`config.mk`:
```
export PLATFORM = sky130hd
export DESIGN_NAME = spk_serial_port
export DESIGN_NICKNAME = d
export VERILOG_FILES = /design/src/rtl/spk_pkg.sv /design/src/rtl/spk_serial_port.sv
export SDC_FILE = /design/constraint.sdc
export NUM_CORES = 1
export LEC_CHECK = 0
export BUFFER_PORTS_ARGS = -buffer_cell sky130_fd_sc_hd__buf_2
export CORE_AREA = 4 4 77 86
export CTS_BUF_LIST = sky130_fd_sc_hd__clkbuf_4
export DETAILED_ROUTE_END_ITERATION = 10
export DIE_AREA = 0 0 81 90
export PLACE_DENSITY = 0.85
export SYNTH_ARGS = -nofsm -noshare
export SYNTH_HDL_FRONTEND = slang
export SYNTH_SLANG_ARGS = --single-unit
```
`constraint.sdc`:
```
create_clock -name ref_clk -period 5.4 [get_ports ref_clk]
set_input_delay 1.08 -clock ref_clk [delete_from_list [all_inputs] [get_ports ref_clk]]
set_output_delay 1.08 -clock ref_clk [all_outputs]
set_load 0.1 [all_outputs]
```
`src/rtl/spk_pkg.sv`:
```
// Package with the register map, field positions, counts and types of the four-mode serial port.
package spk_pkg;
	// Register byte addresses on the plain register port.
	localparam logic [7:0] SPK_CTL_ADDR = 8'h98;
	localparam logic [7:0] SPK_BUF_ADDR = 8'h99;
	localparam logic [7:0] SPK_PWR_ADDR = 8'h87;
	// Field positions in the serial control register.
	localparam int SPK_CTL_TOP  = 7;
	localparam int SPK_CTL_SM1  = 6;
	localparam int SPK_CTL_SM2  = 5;
	localparam int SPK_CTL_REN  = 4;
	localparam int SPK_CTL_TB8  = 3;
	localparam int SPK_CTL_RB8  = 2;
	localparam int SPK_CTL_TI   = 1;
	localparam int SPK_CTL_RI   = 0;
	// Field positions in the power control register.
	localparam int SPK_PWR_RATE = 7;
	localparam int SPK_PWR_FEAS = 6;
	// Values after reset.
	localparam logic [7:0] SPK_CTL_RESET = 8'h00;
	localparam logic [7:0] SPK_BUF_RESET = 8'h00;
	localparam logic       SPK_PWR_RESET = 1'b0;
	// Operating modes, coded as {mode_select_bit0, mode_select_bit1}.
	localparam logic [1:0] SPK_MODE_SHIFT = 2'h0;
	localparam logic [1:0] SPK_MODE_UART8 = 2'h1;
	localparam logic [1:0] SPK_MODE_FIX9  = 2'h2;
	localparam logic [1:0] SPK_MODE_VAR9  = 2'h3;
	// Cycle and tick counts.
	localparam logic [3:0] SPK_TICK_LAST = 4'hf;
	localparam logic [3:0] SPK_TICK_MID  = 4'h7;
	localparam logic [3:0] SPK_M0_LAST   = 4'hf;
	localparam logic [3:0] SPK_TX_STOP8  = 4'h9;
	localparam logic [3:0] SPK_TX_STOP9  = 4'ha;
	localparam logic [3:0] SPK_RX_STOP8  = 4'h8;
	localparam logic [3:0] SPK_RX_STOP9  = 4'h9;
	// Register port request.
	typedef struct packed {
		logic [7:0] addr;
		logic [7:0] wdata;
		logic       wr;
		logic       rd;
	} spk_bus_type;
	// Transmit and receive sequencers.
	typedef enum logic [2:0] {
		SPK_TX_IDLE  = 3'b001,
		SPK_TX_SYNC  = 3'b010,
		SPK_TX_ASYNC = 3'b100
	} spk_tx_state_type;
	typedef enum logic [3:0] {
		SPK_RX_IDLE  = 4'b0001,
		SPK_RX_SYNC  = 4'b0010,
		SPK_RX_START = 4'b0100,
		SPK_RX_BITS  = 4'b1000
	} spk_rx_state_type;
endpackage : spk_pkg

```
`src/rtl/spk_serial_port.sv`:
```
// Four-mode serial port with shift-register mode, 8-bit and 9-bit asynchronous frames.
//
// Summary of operation
// Transmitter and receiver run independently; sending and receiving may overlap. Here mode 0 reception waits for an idle transmitter.
// Reception of a new frame may start while the last byte is unread; it overwrites.
// One buffer address: writes load the transmitter, reads return the receive holding register.
// Mode 0 moves eight bits LSB first on the data pin, shift clock at half rate.
// Mode 1 frame: start 0, eight data bits LSB first, stop 1.
// Mode 1 reception stores the received stop bit in received_ninth_bit.
// Modes 1 and 3 take bit timing from Timer 1 overflow events.
// Modes 2 and 3 send start, eight data bits, transmit_ninth_bit, stop.
// Modes 2 and 3 capture the ninth data bit into received_ninth_bit, not the stop.
// Mode 2 bit rate is one sixteenth or one thirty-second of the clock.
// Any buffer write starts a transmission in every mode.
// Mode 0 reception begins when rx_done_flag is 0 and receive enable is 1.
// Modes 1 to 3 reception begins on a start bit, only with receive enable set.
// Modes 2 and 3 with the filter set flag a frame only if its ninth bit is 1.
// The multiprocessor filter bit has no effect in mode 0.
// Mode 1 with the filter set flags a frame only with a valid stop bit.
// A remote master marks address bytes with ninth bit 1 and data bytes with 0.
// The control register sits at 98H and resets to all zeros.
// Any invalid stop bit sets framing_error_flag, which stays until software clears it.
// Control bit 7 shows framing_error_flag when access select is 1, else mode bit 0.
// tx_done_flag sets after eight shift bits or at stop start; software clears it.
// rx_done_flag sets after eight shift bits or mid stop, if filtering allows.
// frame_err_access_select is bit 6 of the power control register.
// Start edges are found on the oversampled tick and bits are sampled at centre.
// Timer 1 overflow arrives as a one-cycle pulse and is the variable-rate tick.
//
// The implementer's own choice: the address-and-strobe port.
`timescale 1ns/1ns
module spk_serial_port (
	input  wire logic                ref_clk,
	input  wire logic                srst,
	input  wire spk_pkg::spk_bus_type bus,
	output logic [7:0]               rdata,
	input  wire logic                t1_ovf,
	input  wire logic                rxd_i,
	output logic                     rxd_o,
	output logic                     rxd_oe,
	output logic                     txd_o
);
	spk_pkg::spk_tx_state_type tx_state_r;
	spk_pkg::spk_rx_state_type rx_state_r;
	logic        mode_select_bit0_r, mode_select_bit1_r, multiproc_filter_enable_r, rx_enable_r;
	logic        transmit_ninth_bit_r, received_ninth_bit_r, tx_done_flag_r, rx_done_flag_r;
	logic        framing_error_flag_r, frame_err_access_select_r, rate_double_r;
	logic [7:0]  rx_hold_r, rdata_r;
	logic [10:0] tx_sh_r;
	logic [3:0]  tx_cnt_r, tx_bit_r, rx_cnt_r, rx_bit_r;
	logic [8:0]  rx_sh_r;
	logic        sclk_r, oe_r, rx_prev_r, div_r;

	// Register port decoding.
	wire [1:0] mode     = {mode_select_bit0_r, mode_select_bit1_r};
	wire       wr_ctl   = bus.wr && (bus.addr == spk_pkg::SPK_CTL_ADDR);
	wire       wr_buf   = bus.wr && (bus.addr == spk_pkg::SPK_BUF_ADDR);
	wire       wr_pwr   = bus.wr && (bus.addr == spk_pkg::SPK_PWR_ADDR);
	wire       rd_ctl   = bus.rd && (bus.addr == spk_pkg::SPK_CTL_ADDR);
	wire       rd_buf   = bus.rd && (bus.addr == spk_pkg::SPK_BUF_ADDR);
	wire       rd_pwr   = bus.rd && (bus.addr == spk_pkg::SPK_PWR_ADDR);
	wire       is_sync  = (mode == spk_pkg::SPK_MODE_SHIFT);
	wire       is_nine  = mode[1];

	// Oversample tick: sixteen per bit. Mode 2 divides the clock, the others follow Timer 1.
	wire os_tick = (mode == spk_pkg::SPK_MODE_FIX9) ? (rate_double_r | div_r) : t1_ovf;

	// Top control bit is shared between the error flag and mode bit 0.
	wire top_bit = frame_err_access_select_r ? framing_error_flag_r : mode_select_bit0_r;
	wire [7:0] ctl_view = {top_bit, mode_select_bit1_r, multiproc_filter_enable_r, rx_enable_r,
		transmit_ninth_bit_r, received_ninth_bit_r, tx_done_flag_r, rx_done_flag_r};

	// Transmit sequencing terms.
	wire [3:0] tx_stop  = is_nine ? spk_pkg::SPK_TX_STOP9 : spk_pkg::SPK_TX_STOP8;
	wire       tx_m0_end = (tx_state_r == spk_pkg::SPK_TX_SYNC) && (tx_cnt_r == spk_pkg::SPK_M0_LAST);
	wire       tx_bit_end = (tx_state_r == spk_pkg::SPK_TX_ASYNC) && os_tick &&
		(tx_cnt_r == spk_pkg::SPK_TICK_LAST);
	wire       tx_at_stop = tx_bit_end && (tx_bit_r + 4'h1 == tx_stop);
	wire       ti_set    = tx_m0_end || tx_at_stop;
	// Nine-bit frames carry the ninth bit; eight-bit frames repeat the stop level there.
	wire [10:0] tx_frame = {1'b1, (is_nine ? transmit_ninth_bit_r : 1'b1), bus.wdata, 1'b0};

	// Receive sequencing terms.
	wire [3:0] rx_stop   = is_nine ? spk_pkg::SPK_RX_STOP9 : spk_pkg::SPK_RX_STOP8;
	wire       rx_m0_go  = (rx_state_r == spk_pkg::SPK_RX_IDLE) && is_sync && !rx_done_flag_r &&
		rx_enable_r && (tx_state_r == spk_pkg::SPK_TX_IDLE) && !wr_buf;
	wire       rx_m0_end = (rx_state_r == spk_pkg::SPK_RX_SYNC) && (rx_cnt_r == spk_pkg::SPK_M0_LAST);
	wire       rx_edge   = (rx_state_r == spk_pkg::SPK_RX_IDLE) && !is_sync && rx_enable_r &&
		os_tick && rx_prev_r && !rxd_i;
	wire       rx_centre = (rx_state_r == spk_pkg::SPK_RX_BITS) && os_tick &&
		(rx_cnt_r == spk_pkg::SPK_TICK_LAST);
	wire       rx_fin    = rx_centre && (rx_bit_r == rx_stop);
	wire       stop_ok   = rxd_i;
	wire       ninth_in  = rx_sh_r[8];
	// Filtering: mode 1 wants a good stop, modes 2 and 3 want an address ninth bit.
	wire       rx_accept = rx_fin && (!multiproc_filter_enable_r || (is_nine ? ninth_in : stop_ok));
	wire [7:0] rx_data   = is_nine ? rx_sh_r[7:0] : rx_sh_r[8:1];
	wire       rx_load   = rx_accept || rx_m0_end;
	wire       ri_set    = rx_load;
	wire       fe_set    = rx_fin && !stop_ok;

	// Output pins. Mode 0 turns the transmit pin into the shift clock.
	assign txd_o  = is_sync ? sclk_r : tx_sh_r[0];
	assign rxd_o  = tx_sh_r[0];
	assign rxd_oe = oe_r;
	assign rdata  = rdata_r;

	// Control register; hardware sets win over a software clear in the same cycle.
	always_ff @(posedge ref_clk) begin
		if (srst) begin
			{mode_select_bit0_r, mode_select_bit1_r, multiproc_filter_enable_r, rx_enable_r} <= 4'h0;
			{transmit_ninth_bit_r, received_ninth_bit_r, tx_done_flag_r, rx_done_flag_r} <= 4'h0;
			framing_error_flag_r <= spk_pkg::SPK_CTL_RESET[spk_pkg::SPK_CTL_TOP];
		end else begin
			if (wr_ctl) begin
				if (!frame_err_access_select_r) begin
					mode_select_bit0_r <= bus.wdata[spk_pkg::SPK_CTL_TOP];
				end
				mode_select_bit1_r        <= bus.wdata[spk_pkg::SPK_CTL_SM1];
				multiproc_filter_enable_r <= bus.wdata[spk_pkg::SPK_CTL_SM2];
				rx_enable_r               <= bus.wdata[spk_pkg::SPK_CTL_REN];
				transmit_ninth_bit_r      <= bus.wdata[spk_pkg::SPK_CTL_TB8];
			end
			if (rx_accept) begin
				received_ninth_bit_r <= is_nine ? ninth_in : stop_ok;
			end else if (wr_ctl) begin
				received_ninth_bit_r <= bus.wdata[spk_pkg::SPK_CTL_RB8];
			end
			tx_done_flag_r <= ti_set | (wr_ctl ? bus.wdata[spk_pkg::SPK_CTL_TI] : tx_done_flag_r);
			rx_done_flag_r <= ri_set | (wr_ctl ? bus.wdata[spk_pkg::SPK_CTL_RI] : rx_done_flag_r);
			framing_error_flag_r <= fe_set |
				((wr_ctl && frame_err_access_select_r) ? bus.wdata[spk_pkg::SPK_CTL_TOP] : framing_error_flag_r);
		end
	end

	// Power control bits, receive holding register and read data for exactly one cycle.
	always_ff @(posedge ref_clk) begin
		if (srst) begin
			frame_err_access_select_r <= spk_pkg::SPK_PWR_RESET;
			rate_double_r             <= spk_pkg::SPK_PWR_RESET;
			rx_hold_r                 <= spk_pkg::SPK_BUF_RESET;
			rdata_r                   <= 8'h00;
		end else begin
			if (wr_pwr) begin
				frame_err_access_select_r <= bus.wdata[spk_pkg::SPK_PWR_FEAS];
				rate_double_r             <= bus.wdata[spk_pkg::SPK_PWR_RATE];
			end
			// The eighth shift-mode sample lands on the loading edge itself, so it comes straight from the pin.
			if (rx_load) begin
				rx_hold_r <= rx_m0_end ? {rxd_i, rx_sh_r[8:2]} : rx_data;
			end
			if (rd_ctl) begin
				rdata_r <= ctl_view;
			end else if (rd_buf) begin
				rdata_r <= rx_hold_r;
			end else if (rd_pwr) begin
				rdata_r <= {rate_double_r, frame_err_access_select_r, 6'h00};
			end else begin
				rdata_r <= 8'h00;
			end
		end
	end

	// Clock divider for the slower mode 2 rate.
	always_ff @(posedge ref_clk) begin
		if (srst) begin
			div_r <= 1'b0;
		end else begin
			div_r <= ~div_r;
		end
	end

	// Transmitter. A write always restarts it, even mid-frame, so software must wait for tx_done_flag.
	// It also owns the shift clock pin, so a mode 0 reception borrows its clock from here.
	always_ff @(posedge ref_clk) begin
		if (srst) begin
			tx_state_r <= spk_pkg::SPK_TX_IDLE;
			tx_sh_r    <= 11'h7ff;
			tx_cnt_r   <= 4'h0;
			tx_bit_r   <= 4'h0;
			sclk_r     <= 1'b1;
			oe_r       <= 1'b0;
		end else if (wr_buf) begin
			tx_cnt_r <= 4'h0;
			tx_bit_r <= 4'h0;
			if (is_sync) begin
				tx_state_r <= spk_pkg::SPK_TX_SYNC;
				tx_sh_r    <= {3'h7, bus.wdata};
				sclk_r     <= 1'b0;
				oe_r       <= 1'b1;
			end else begin
				tx_state_r <= spk_pkg::SPK_TX_ASYNC;
				tx_sh_r    <= tx_frame;
				oe_r       <= 1'b0;
			end
		end else if (tx_state_r == spk_pkg::SPK_TX_SYNC) begin
			tx_cnt_r <= tx_cnt_r + 4'h1;
			if (tx_m0_end) begin
				tx_state_r <= spk_pkg::SPK_TX_IDLE;
				tx_sh_r    <= 11'h7ff;
				sclk_r     <= 1'b1;
				oe_r       <= 1'b0;
			end else begin
				sclk_r <= ~sclk_r;
				if (tx_cnt_r[0]) begin
					tx_sh_r <= {1'b1, tx_sh_r[10:1]};
				end
			end
		end else if (tx_state_r == spk_pkg::SPK_TX_ASYNC && os_tick) begin
			tx_cnt_r <= tx_cnt_r + 4'h1;
			if (tx_bit_end) begin
				if (tx_bit_r == tx_stop) begin
					tx_state_r <= spk_pkg::SPK_TX_IDLE;
				end else begin
					tx_sh_r  <= {1'b1, tx_sh_r[10:1]};
					tx_bit_r <= tx_bit_r + 4'h1;
				end
			end
		end else if (rx_m0_go) begin
			sclk_r <= 1'b0;
		end else if ((rx_state_r == spk_pkg::SPK_RX_SYNC) && (tx_state_r == spk_pkg::SPK_TX_IDLE)) begin
			sclk_r <= rx_m0_end ? 1'b1 : ~sclk_r;
		end
	end

	// Receiver; it runs on its own state so it overlaps the transmitter in modes 1 to 3; in mode 0 it waits for an idle transmitter.
	always_ff @(posedge ref_clk) begin
		if (srst) begin
			rx_state_r <= spk_pkg::SPK_RX_IDLE;
			rx_sh_r    <= 9'h000;
			rx_cnt_r   <= 4'h0;
			rx_bit_r   <= 4'h0;
			rx_prev_r  <= 1'b1;
		end else begin
			if (os_tick) begin
				rx_prev_r <= rxd_i;
			end
			case (rx_state_r)
				spk_pkg::SPK_RX_IDLE: begin
					rx_cnt_r <= 4'h0;
					rx_bit_r <= 4'h0;
					if (rx_m0_go) begin
						rx_state_r <= spk_pkg::SPK_RX_SYNC;
					end else if (rx_edge) begin
						rx_state_r <= spk_pkg::SPK_RX_START;
					end
				end
				spk_pkg::SPK_RX_SYNC: begin
					rx_cnt_r <= rx_cnt_r + 4'h1;
					if (tx_state_r != spk_pkg::SPK_TX_IDLE) begin
						rx_state_r <= spk_pkg::SPK_RX_IDLE;
					end else begin
						if (rx_cnt_r[0]) begin
							rx_sh_r <= {rxd_i, rx_sh_r[8:1]};
						end
						if (rx_m0_end) begin
							rx_state_r <= spk_pkg::SPK_RX_IDLE;
						end
					end
				end
				spk_pkg::SPK_RX_START: begin
					if (os_tick) begin
						rx_cnt_r <= rx_cnt_r + 4'h1;
						if (rx_cnt_r == spk_pkg::SPK_TICK_MID) begin
							rx_cnt_r   <= 4'h0;
							rx_state_r <= rxd_i ? spk_pkg::SPK_RX_IDLE : spk_pkg::SPK_RX_BITS;
						end
					end
				end
				spk_pkg::SPK_RX_BITS: begin
					if (os_tick) begin
						rx_cnt_r <= rx_cnt_r + 4'h1;
					end
					if (rx_fin) begin
						rx_state_r <= spk_pkg::SPK_RX_IDLE;
					end else if (rx_centre) begin
						rx_sh_r  <= {rxd_i, rx_sh_r[8:1]};
						rx_bit_r <= rx_bit_r + 4'h1;
					end
				end
				default: begin
					rx_state_r <= spk_pkg::SPK_RX_IDLE;
				end
			endcase
		end
	end
endmodule : spk_serial_port
```
Word level (Yosys, flattened, before mapping)

Index checks and enable logic that the tools add are counted.

Register bits after elaboration: 74
Latch bits: 0
Bits in writable memories: 0
Memory bits (read-only): 0
Input bits: 22
Output and inout bits: 11
Word-level logic and storage cells: 197
Memories kept: 0

Add/sub/neg operators: 4
Multipliers: 0
Divide/modulo/power cells: 0
Magnitude comparators: 0
Eq/ne operators: 33
Shifts and indexed selects: 0
Muxes and demuxes: 67
Bitwise logic cells: 9
Reductions and logical operators: 59

Operators by type and width:

| operator            | count |
|---|---|
| $mux 11             | 7 |
| $mux 4              | 15 |
| $mux 8              | 5 |
| $mux 9              | 4 |
| $pmux 4 s4          | 2 |
| $logic_and 1x1->1   | 28 |
| $eq 8x8->1 const B  | 3 |
| $mux 1              | 23 |
| $mux 3              | 7 |
| $pmux 9 s2          | 1 |
| $add 4x1->4 const B | 4 |
| $ne 2x2->1 const B  | 8 |
| $eq 4x4->1          | 3 |
| $eq 4x4->1 const B  | 3 |
| $ne 3x3->1 const B  | 4 |
| $reduce_and 4->1    | 3 |
| $reduce_bool 2->1   | 6 |
| $mux 10             | 1 |
| $reduce_and 5->1    | 2 |
| $reduce_and 3->1    | 3 |
| $reduce_bool 3->1   | 3 |
| $eq 4x3->1 const B  | 2 |
| $pmux 4 s2          | 1 |
| $reduce_bool 4->1   | 2 |
| 18 further kinds    | 32 |

Logic depth before layout (Yosys ltp)

Gate-level depths: netlist of run 1.

Word-level depth: 10
Depth in mapped cells: 7
Mapped depth without buffers: 6

Worst setup path before layout of run 1

No wires, ideal clock.

Path type: register -> output
Start: register mode_select_bit0_r (netlist: is_nine)
End: output txd_o
Data arrival time: 1.732 ns
Required time: 4.320 ns
Setup slack: 2.588 ns
Cell stages (with the launch flop): 6
Path buffers: 3
Cell sequence: dfxtp_1 > buf_4 > nor2_1 > clkbuf_1 > clkbuf_1 > mux2_2

Longest elaborated chain between the ends: 2

Ends and longest elaborated chain:

| element                | RTL line               | text |
|---|---|---|
| start, declared        | spk_serial_port.sv:45  | `logic mode_select_bit0_r, mode_select_bit1_r, multiproc_filter_enable_r, rx_enable_r;` |
| start signal, assigned | spk_serial_port.sv:117 | `mode_select_bit0_r <= bus.wdata[spk_pkg::SPK_CTL_TOP];` |
| $logic_not 2->1        | spk_serial_port.sv:62  | `wire is_sync = (mode == spk_pkg::SPK_MODE_SHIFT);` |
| $mux 1                 | spk_serial_port.sv:103 | `assign txd_o = is_sync ? sclk_r : tx_sh_r[0];` |
| end, declared          | spk_serial_port.sv:41  | `output logic txd_o` |

No other way between the ends.

Worst setup path in the final report of run 1

Same ends and word-level chain as after synthesis.

==> metrics.txt, run 1 <==
Yosys cell types=70; Post-Syn Area=3720 µm²; Clk pin slew, worst setup/hold paths=0.14 ns; RSZ-0062 raised after global routing=no; crit path DAT=2.30 ns; Final Skew=0.0243 ns; Total GRT Usage=0.238; DRC viols=0; antenna violations before repair=0; maxcap violations=0; element type at the critical path start=register; WL final=8.42 mm; Synth Area per Inst=9.09 µm²; setup TNS=0 ns; Ant. Diodes=0; worst skew pair latency=0.44 ns; number of synthesized flops with an enable pin=0; vias in the first global route=3,046; placed insts=500; Antenna Nets Post-Route=0; root buf cell=clkbuf_4; Final Instance Count excl. Fillers=516; post-CTS repair timing setup buffer count=0; PostCTS Resize Cnt=0; Hold Violations, Final=0; VDD IR max=0.177 mV; top cells by area, synth=dfxtp_1 39%, mux2i_1 8.3%, nor2_1 5.7%; pin count of the biggest net entering global routing=41; post-route minimum period=3.38 ns; Fillers=485; H-tree depth=3; Yosys reg bits=73; PD cells=220 nW/µm²; crit-path max cell delay=0.88 ns; gpl congestion=0.879; first-pass GRT wire length=14.0 mm; Gate Count Post-Synth=409; status=finished clean; register area share after synthesis=0.393; CTS tree=built; worst hold path type=reg -> reg; worst-path fanout max=21; core area=5730 µm²; Synth Warn #=0; Pins Over Slew Limit=0; Final Setup Violations=0; Synth area leader=dfxtp_1; Worst path slowest cell=dfxtp_1; commonest cells after routing, fill and taps aside=73 x dfxtp_1, 56 x nor2_1, 32 x buf_2, 31 x mux2i_1, 25 x nand2_1; CP Capture Type=output pin; IO buf count=32; cts-stage hold buffer count=0; die area=7290 µm²; Synth async-reset ratio=0; starting DRC count in detailed routing=139; Initial Util=0.649; overflow left after global routing=0; detailed placement HPWL=5.89 mm; leakage power=1.42 nW; Final period util=0.626; fmax=0.296 GHz; worst setup path class=reg -> out; worst slew pin tran=1.15 ns; commonest non-fill, non-tap cell in the layout=dfxtp_1; CTS buffer count=9; die span in y=90 µm; Main synth FF type=dfxtp_1; Slew HR=0.235; layout cells sized above 1=0.173; Synth Net Count=435; Max clock buf depth=2; Die Wd=81 µm; FP Rows=29; DR vias=3,175; final net count=460; post-route core utilization=0.699; IO Count=33; Yosys top cell area share=0.393; crit path cell chain=nor2_1 -> buf_4 -> mux2_2 -> buf_2; vias per inst=6.15; DRT Pass-1 Iters=4; Req. time, crit path=4.32 ns; Layout area overhead=7.77%; Sink Count=73; DR WL/cell=16.3 µm
registers in the layout, indices dropped and copies added, names as in the netlist, 3 cells and up:
register	cells
rx_bit_r	4
rdata	8
tx_cnt_r	4
tx_bit_r	4
rx_cnt_r	4
tx_sh_r	10
tx_state_r	3
rx_sh_r	9
rx_hold_r	8
rx_state_r	4
cells by family (layout without fill, tap and decap cells):
group,Yosys count,in the layout,share of synthesized area
simple gates,157,157,0.234
compound gates,95,95,0.181
fa+ha+maj,4,4,0.0135
xor+xnor,10,10,0.0236
buf+inv,26,56,0.0323
mux,44,44,0.123
flops,73,73,0.393
final timing paths:
path	slack, ns	depth (start not counted)	startpoint	to
setup / recovery	2.02	4	is_nine$_SDFFE_PP0P_	txd_o
hold / removal	0.44	1	div_r$_SDFF_PP0_	div_r$_SDFF_PP0_
setup reg to reg	2.60	5	is_nine$_SDFFE_PP0P_	rx_sh_r[4]$_SDFFE_PP0P_
hold reg to reg	0.44	1	div_r$_SDFF_PP0_	div_r$_SDFF_PP0_
per-stage QoR:
step                      total power, mW  instance area, µm²  setup WS (ns)  hold WS (ns)
final                               0.880                4010           2.02         0.437
after global placement              0.582                3890           2.03         0.402
after detailed placement            0.583                3890           1.87         0.424
after floorplan                     0.568                3720           2.59         0.395
after CTS                           0.881                4010           2.02         0.441
after global routing                0.910                4010           1.94         0.455
cells in the mapped netlist, types with 2 or more instances:
cell        n
a211oi_1   10
buf_2       3
nor2b_1     9
a32oi_1     3
o21ai_1    16
nor3_1      7
a31oi_1     2
dfxtp_1    73
or4b_1      2
mux2_2     12
nor4b_1     3
mux2i_1    31
a21oi_1    13
xnor2_1     9
inv_1       7
o21ai_0     9
and3_1      6
nor2_1     56
a21boi_1    2
nand3b_1    3
o21a_1      9
o211ai_1    4
nand2b_1    2
ha_1        4
nand4b_1    2
clkbuf_1   12
o2111ai_1   2
nand3_1    10
nor3b_1    11
o2bb2ai_1   2
o221ai_1    2
a22oi_1     7
or3_1       2
nor2_2      2
nand2_1    25
buf_4       3
power by group:
part / leakage, nW / total, mW / switching [mW] / internal (mW)
Sequential: 0.589 / 0.540 / 0.000798 / 0.540
Combinational: 0.762 / 0.0315 / 0.0214 / 0.0102
Clock: 0.0667 / 0.308 / 0.207 / 0.101
area by class of cell:
type / instances / area, µm² / area share
Clock inverter: 6 / 43.8 / 0.0109
Sequential cell: 73 / 1460 / 0.365
Inverter: 7 / 26.3 / 0.00656
Clock buffer: 10 / 75.1 / 0.0187
Tap cell: 77 / 96.3 / 0.0240
Timing Repair Buffer: 33 / 168 / 0.0418
Multi-Input combinational cell: 310 / 2140 / 0.533
worst max-delay path, delay by kind of cell (launching register included):
| family | cells | cell delay (ns) |
|---|---|---|
| flip-flops | 1 | 0.88 |
| AND/OR/NAND/NOR | 1 | 0.08 |
| buffers and inverters | 2 | 0.64 |
| multiplexers | 1 | 0.24 |
per-layer routing:
layer / part of all wire / GRT usage / vias to the layer above
met5: 0 / 0 / -
met4: 0.021 / 0.101 / 0
met3: 0.040 / 0.0470 / 16
met2: 0.50 / 0.382 / 70
met1: 0.44 / 0.307 / 1543
li1: - / - / 1546
Power figures use the tool's default switching activity.
==> run 2, diff against run 1 <==
- CORE_AREA: 4 4 77 86 -> 4 4 79 89
- DIE_AREA: 0 0 81 90 -> 0 0 83 93
- PLACE_DENSITY: 0.85 -> 0.81
- clock period: 5.4 -> 3.3 ns (I/O delays scaled with it)
==> metrics.txt, run 2 (same netlist as run 1, synthesis figures left out) <==
starting DRC count in detailed routing=160 (+15%); Hold Violations, Final=0 (unchanged); crit path DAT=1.89 ns (-0.41 ns); DR WL met3=393 µm (+16%); worst hold path type=reg -> reg; origin of the critical flop-to-flop path=rx_state_r[0]$_SDFFE_PP1P_; Ant. Diodes=0 (unchanged); pin count of the biggest net entering global routing=40 (-2.4%); Req. time, crit path=2.64 ns (-1.68 ns); worst r2r dst=rx_hold_r[2]$_SDFFE_PP0P_; antenna violations before repair=0 (unchanged); leakage power=1.45 nW (+2.6%); most flop-heavy register=tx_sh_r; worst-path fanout max=13 (-38%); worst setup path class=reg -> out; Initial Util=0.612 (-0.0371); CP Capture Type=output pin; vias per inst=6.01 (-2.4%); Tot Pwr=1.59 mW (+81%); gpl congestion=0.845 (-3.9%); Total GRT Usage=0.228 (-0.0105); first-pass GRT wire length=14.5 mm (+3.3%); PD cells=388 nW/µm² (+77%); layout cells sized above 1=0.181 (+0.00747); cts-stage hold buffer count=0 (unchanged); die area=7720 µm² (+5.9%); Largest regs=tx_sh_r: 10 flops, rx_sh_r: 9 flops; Hold Crit Start=div_r$_SDFF_PP0_; Final Setup Violations=0 (unchanged); Pins Over Slew Limit=0 (unchanged); Clk pin slew, worst setup/hold paths=0.12 ns (-0.02 ns); post-CTS repair timing setup buffer count=0 (unchanged); final net count=464 (+0.87%); VDD IR max=0.222 mV (+26%); Top Layer Used=met4; CTS buffer count=9 (unchanged); worst skew pair latency=0.43 ns (about the same); Sink Count=73 (unchanged); Hold Worst Slack=0.427 ns (-0.00968 ns); status=finished clean; hold path endpoint=div_r$_SDFF_PP0_; DRT Pass-1 Iters=4 (unchanged); DR WL/cell=16.1 µm (-1.4%); Metal-1 WL=3.68 mm (-0.41%); R2R depth=5 (unchanged); root buf cell=clkbuf_4; CTS tree=built; commonest cells after routing, fill and taps aside=73 x dfxtp_1, 56 x nor2_1, 32 x buf_2, 31 x mux2i_1, 25 x nand2_1; IO buf count=32 (unchanged); Final period util=0.773; H-tree depth=3 (unchanged); Max clock buf depth=2 (unchanged); post-route minimum period=2.55 ns; hold path depth=1 (unchanged); placed insts=507 (+1.4%); FP Rows=30 (+3.4%); vias in the first global route=3,141 (+3.1%); element type at the critical path start=register; Layout area overhead=9.99%; core area=6080 µm² (+6.1%); detailed placement HPWL=6.03 mm (+2.5%); setup TNS=0 ns (unchanged); worst slew pin tran=0.898 ns (-0.249 ns); overflow left after global routing=0 (unchanged); reg2reg setup slack=0.94 ns (-1.66 ns); die span in y=93 µm (+3.3%); Die Wd=83 µm (+2.5%); PostCTS Resize Cnt=0 (unchanged); fmax=0.392 GHz; DRC viols=0 (unchanged); commonest non-fill, non-tap cell in the layout=dfxtp_1; IO Count=33 (unchanged); max reg flops=10 (unchanged); post-route core utilization=0.673 (-0.0264); Met2 Routed Length=4.18 mm (-0.59%); maxcap violations=0 (unchanged); Final Skew=0.0199 ns (-0.00438 ns); DR vias=3,141 (-1.1%); Antenna Nets Post-Route=0 (unchanged); WL final=8.42 mm (about the same); Slew HR=0.402 (+0.166); Final Instance Count excl. Fillers=523 (+1.4%); RSZ-0062 raised after global routing=no
[run 2: cell types whose count changed in the layout (fill, tap and decap cells not counted), sizes merged]
cell      delta
clkinvlp     +1
clkinv       -2
inv          -1
buf          +4
bufinv       +2
[run 2: critical path: stages (launching register included)]
cell and delay, ns:
dfxtp_1 0.46, buf_4 0.26, nor2_1 0.10, mux2_2 0.23, buf_2 0.41
[run 2: power breakdown]
part / internal, mW / switching, mW
combinational: 0.0178 / 0.0350
clock: 0.318 / 0.333
sequential: 0.883 / 0.00121
[run 2: worst max-delay path by stage]
stage | from | to | slack [ns] | depth (start not counted)
after floorplan | is_nine$_SDFFE_PP0P_ | txd_o | 0.91 | 5
after global placement | bus[11] | tx_sh_r[6]$_SDFFE_PP1P_ | 0.90 | 7
after detailed placement | bus[11] | tx_sh_r[2]$_SDFFE_PP1P_ | 0.82 | 7
after CTS | is_nine$_SDFFE_PP0P_ | txd_o | 0.73 | 4
after global routing | is_nine$_SDFFE_PP0P_ | txd_o | 0.64 | 4
final | is_nine$_SDFFE_PP0P_ | txd_o | 0.75 | 4
[run 2: cell type report]
type | count | area [µm²]
clock buffers | 10 | 75.1
clock inverters | 6 | 92.6
fillers | 519 | 1990
inverters | 7 | 26.3
multi-input cells | 310 | 2140
flip-flops and latches | 73 | 1460
well taps | 80 | 100
repair buffers | 37 | 198
[run 2: per-stage QoR]
step	worst slack [ns]	area [µm²]
CTS	0.733	4090
detailed placement	0.819	3920
global route	0.644	4090
finish	0.749	4090
global placement	0.904	3920
floorplan	0.908	3720
[run 2: routing by layer]
| metal | vias up | track usage |
|---|---|---|
| met3 | 16 | 0.0379 |
| li1 | 1564 | - |
| met2 | 72 | 0.390 |
| met5 | - | 0 |
| met4 | 0 | 0.106 |
| met1 | 1489 | 0.280 |
==> run 3, diff against run 2 <==
- ABC_AREA: default -> 1
- CORE_AREA: 4 4 79 89 -> 4 4 86 96
- DIE_AREA: 0 0 83 93 -> 0 0 90 100
- PLACE_DENSITY: 0.81 -> 0.76
- clock period: 3.3 -> 2.3 ns (I/O delays scaled with it)
==> metrics.txt, run 3 <==
status=finished clean; CTS tree=built; top cells by area, synth=dfxtp_1 37%, nand2_1 14%, nor2_1 6.9%; fmax=0.461 GHz; Main synth FF type=dfxtp_1; Most Used Layer, Global Route=met2; leakage power=1.93 nW (+33%); element type at the critical path start=register; Fillers=711 (+37%); post-synthesis mux area share=0 (-0.123); Final Setup Violations=0 (unchanged); layout cells sized above 1=0.147 (-0.0332); Final period util=0.942; Total GRT Usage=0.213 (-0.0145); worst hold path type=in -> reg; commonest cells after routing, fill and taps aside=148 x nand2_1, 73 x nor2_1, 73 x dfxtp_1, 60 x inv_1, 52 x nand3_1; Req. time, crit path=1.84 ns (-0.80 ns); net switching power=0.810 mW (+120%); Slew HR=0.663 (+0.262); register area share after synthesis=0.370 (-0.0227); commonest cells in the netlist=148 x nand2_1, 73 x dfxtp_1, 73 x nor2_1; RSZ-0062 raised after global routing=no; Switching Share=0.310 (+0.0774); largest family of logic cells by synthesized area=simple AND/OR/NAND/NOR gates; Yosys cell types=39 (-44%); detailed placement HPWL=7.05 mm (+17%); commonest non-fill, non-tap cell in the layout=nand2_1; Adder-Cell Fraction of Synth Area=0.0127 (-0.000777); Ant. Diodes=0 (unchanged); Die Wd=90 µm (+8.4%); count leader, synth=nand2_1; IO buf count=32 (unchanged); Yosys top cell area share=0.370 (-0.0227); Synth Net Count=616 (+42%); gpl congestion=0.944 (+12%); core area=7310 µm² (+20%); Pins Over Slew Limit=0 (unchanged); met2 Use GR=0.371 (-0.0191); Initial Util=0.540 (-0.0715); Max clock buf depth=2 (unchanged); DR WL/cell=13.3 µm (-17%); DRT Pass-1 Iters=4 (unchanged); worst-path fanout max=10 (-3); post-route minimum period=2.17 ns; Synth Area per Inst=6.69 µm² (-26%); Post-Syn Area=3950 µm² (+6.1%); number of synthesized flops with an enable pin=0 (unchanged); max reg flops=10 (unchanged); maxcap violations=0 (unchanged); Synth async-reset ratio=0 (unchanged); Comb pwr share=0.178 (+0.145); Layout area overhead=10.4%; met3 usage=0.0292 (-0.00865); XOR/XNOR Fraction of Synth Area=0.0133 (-0.0102); post-route core utilization=0.596 (-0.0763); Synth area leader=dfxtp_1; final net count=652 (+41%); vias per inst=5.35 (-11%); root buf cell=clkbuf_4; Largest regs=tx_sh_r: 10 flops, rx_sh_r: 9 flops; die span in y=100 µm (+7.5%); Hold Violations, Final=0 (unchanged); Compound-Gate Fraction of Synth Area=0.148 (-0.0333); Sink Count=73 (unchanged); P_int=1.80 mW (+48%); antenna violations before repair=0 (unchanged); DR vias=3,843 (+22%); overflow left after global routing=0 (unchanged); VDD IR max=0.304 mV (+37%); Gate Count Post-Synth=590 (+44%); IO Count=33 (unchanged); DRC viols=0 (unchanged); Final Skew=0.0151 ns (-0.00482 ns); worst setup path class=reg -> out; setup TNS=0 ns (unchanged); Yosys reg bits=73 (unchanged); share of power burned in registers=0.522 (-0.035); first-pass GRT wire length=16.0 mm (+10%); M1 GR Usage=0.268 (-0.0123); FP Rows=33 (+10%); pin count of the biggest net entering global routing=35 (-13%); die area=9000 µm² (+17%); simple-gate portion of the synthesized area=0.365 (+0.132); CP Capture Type=output pin; share of total power in the clock network=0.300 (-0.110); PD cells=599 nW/µm² (+54%); Synth Warn #=0 (unchanged); Hold Worst Slack=0.359 ns (-0.0681 ns); crit path DAT=1.71 ns (-0.18 ns); H-tree depth=3 (unchanged); CTS buffer count=9 (unchanged); Antenna Nets Post-Route=0 (unchanged); worst slew pin tran=0.504 ns (-0.393 ns); starting DRC count in detailed routing=233 (+46%); most flop-heavy register=tx_sh_r; Clk pin slew, worst setup/hold paths=0.11 ns (about the same); WL final=9.57 mm (+14%); worst skew pair latency=0.41 ns (-0.02 ns); reg2reg setup slack=0.37 ns (-0.57 ns); vias in the first global route=3,542 (+13%)
run 3: cell count changes after synthesis, moves of 10 or more:
cell / change
mux2_2: -12
nand2_1: +123
o21ai_0: +38
nor2_1: +17
inv_1: +53
nor3b_1: -10
mux2i_1: -31
nand3_1: +42
a21oi_1: +20
run 3: layout make-up:
cell class              count  area, µm²  area share
clock inverters             6       58.8      0.0135
repair buffers             40        248      0.0568
clock buffers              10       75.1      0.0172
well taps                  87        109      0.0250
multi-input cells         432       2130       0.490
inverters                  70        273      0.0626
flip-flops and latches     73       1460       0.335
run 3: per-layer routing:
layer / vias up / wire (µm)
met5: - / 0
met4: 0 / 180
met3: 17 / 538
met2: 94 / 4590
met1: 1745 / 4270
li1: 1987 / -
run 3: path summary, 6_finish.rpt:
path,depth (start not counted),from,to
worst min register to register,1,div_r$_SDFF_PP0_,div_r$_SDFF_PP0_
worst max-delay path,5,is_nine$_SDFFE_PP0P_,txd_o
worst max register to register,11,is_nine$_SDFFE_PP0P_,tx_sh_r[5]$_SDFFE_PP1P_
worst min-delay path,3,bus[9],is_nine$_SDFFE_PP0P_
run 3: logic make-up (layout without fill, tap and decap cells):
group,after synthesis,in the layout
DFF,73,73
adders and majority gates,4,4
xor gates and xnor gates,6,6
AOI/OAI and AO/OA,104,104
and+or+nand+nor,318,318
buffers and inverters,85,126
run 3: metrics by stage:
step	power, mW	instance area (µm²)	instances	setup WS (ns)
floorplan	1.72	3950	590	0.108
global placement	1.83	4190	698	0.312
detailed placement	1.85	4190	698	0.215
CTS	2.62	4330	714	0.0954
global route	2.74	4360	718	0.0432
finish	2.61	4360	718	0.133
run 3: worst max-delay path: stages, from the launching register on:
cell,delay [ns]
dfxtp_1,0.66
nor2_4,0.15
inv_1,0.14
nand2_1,0.06
nand2_1,0.10
buf_12,0.18
run 3: what timing repair did:
action / 4_1_cts / 5_1_grt
gates resized for setup: 1 / 0
setup endpoints to repair: 1 / 1
pin swaps: 0 / 1
hold buffers: 0 / 0
buffers inserted: 0 / 4
run 3: power by group through the flow:
stage / logic (mW) / registers [mW] / clock network (mW)
6_report: 0.465 / 1.36 / 0.784
5_1_grt: 0.522 / 1.37 / 0.849
4_1_cts: 0.463 / 1.36 / 0.795
3_5_place_dp: 0.458 / 1.39 / 0
3_3_place_gp: 0.442 / 1.39 / 0
2_1_floorplan: 0.346 / 1.38 / 0
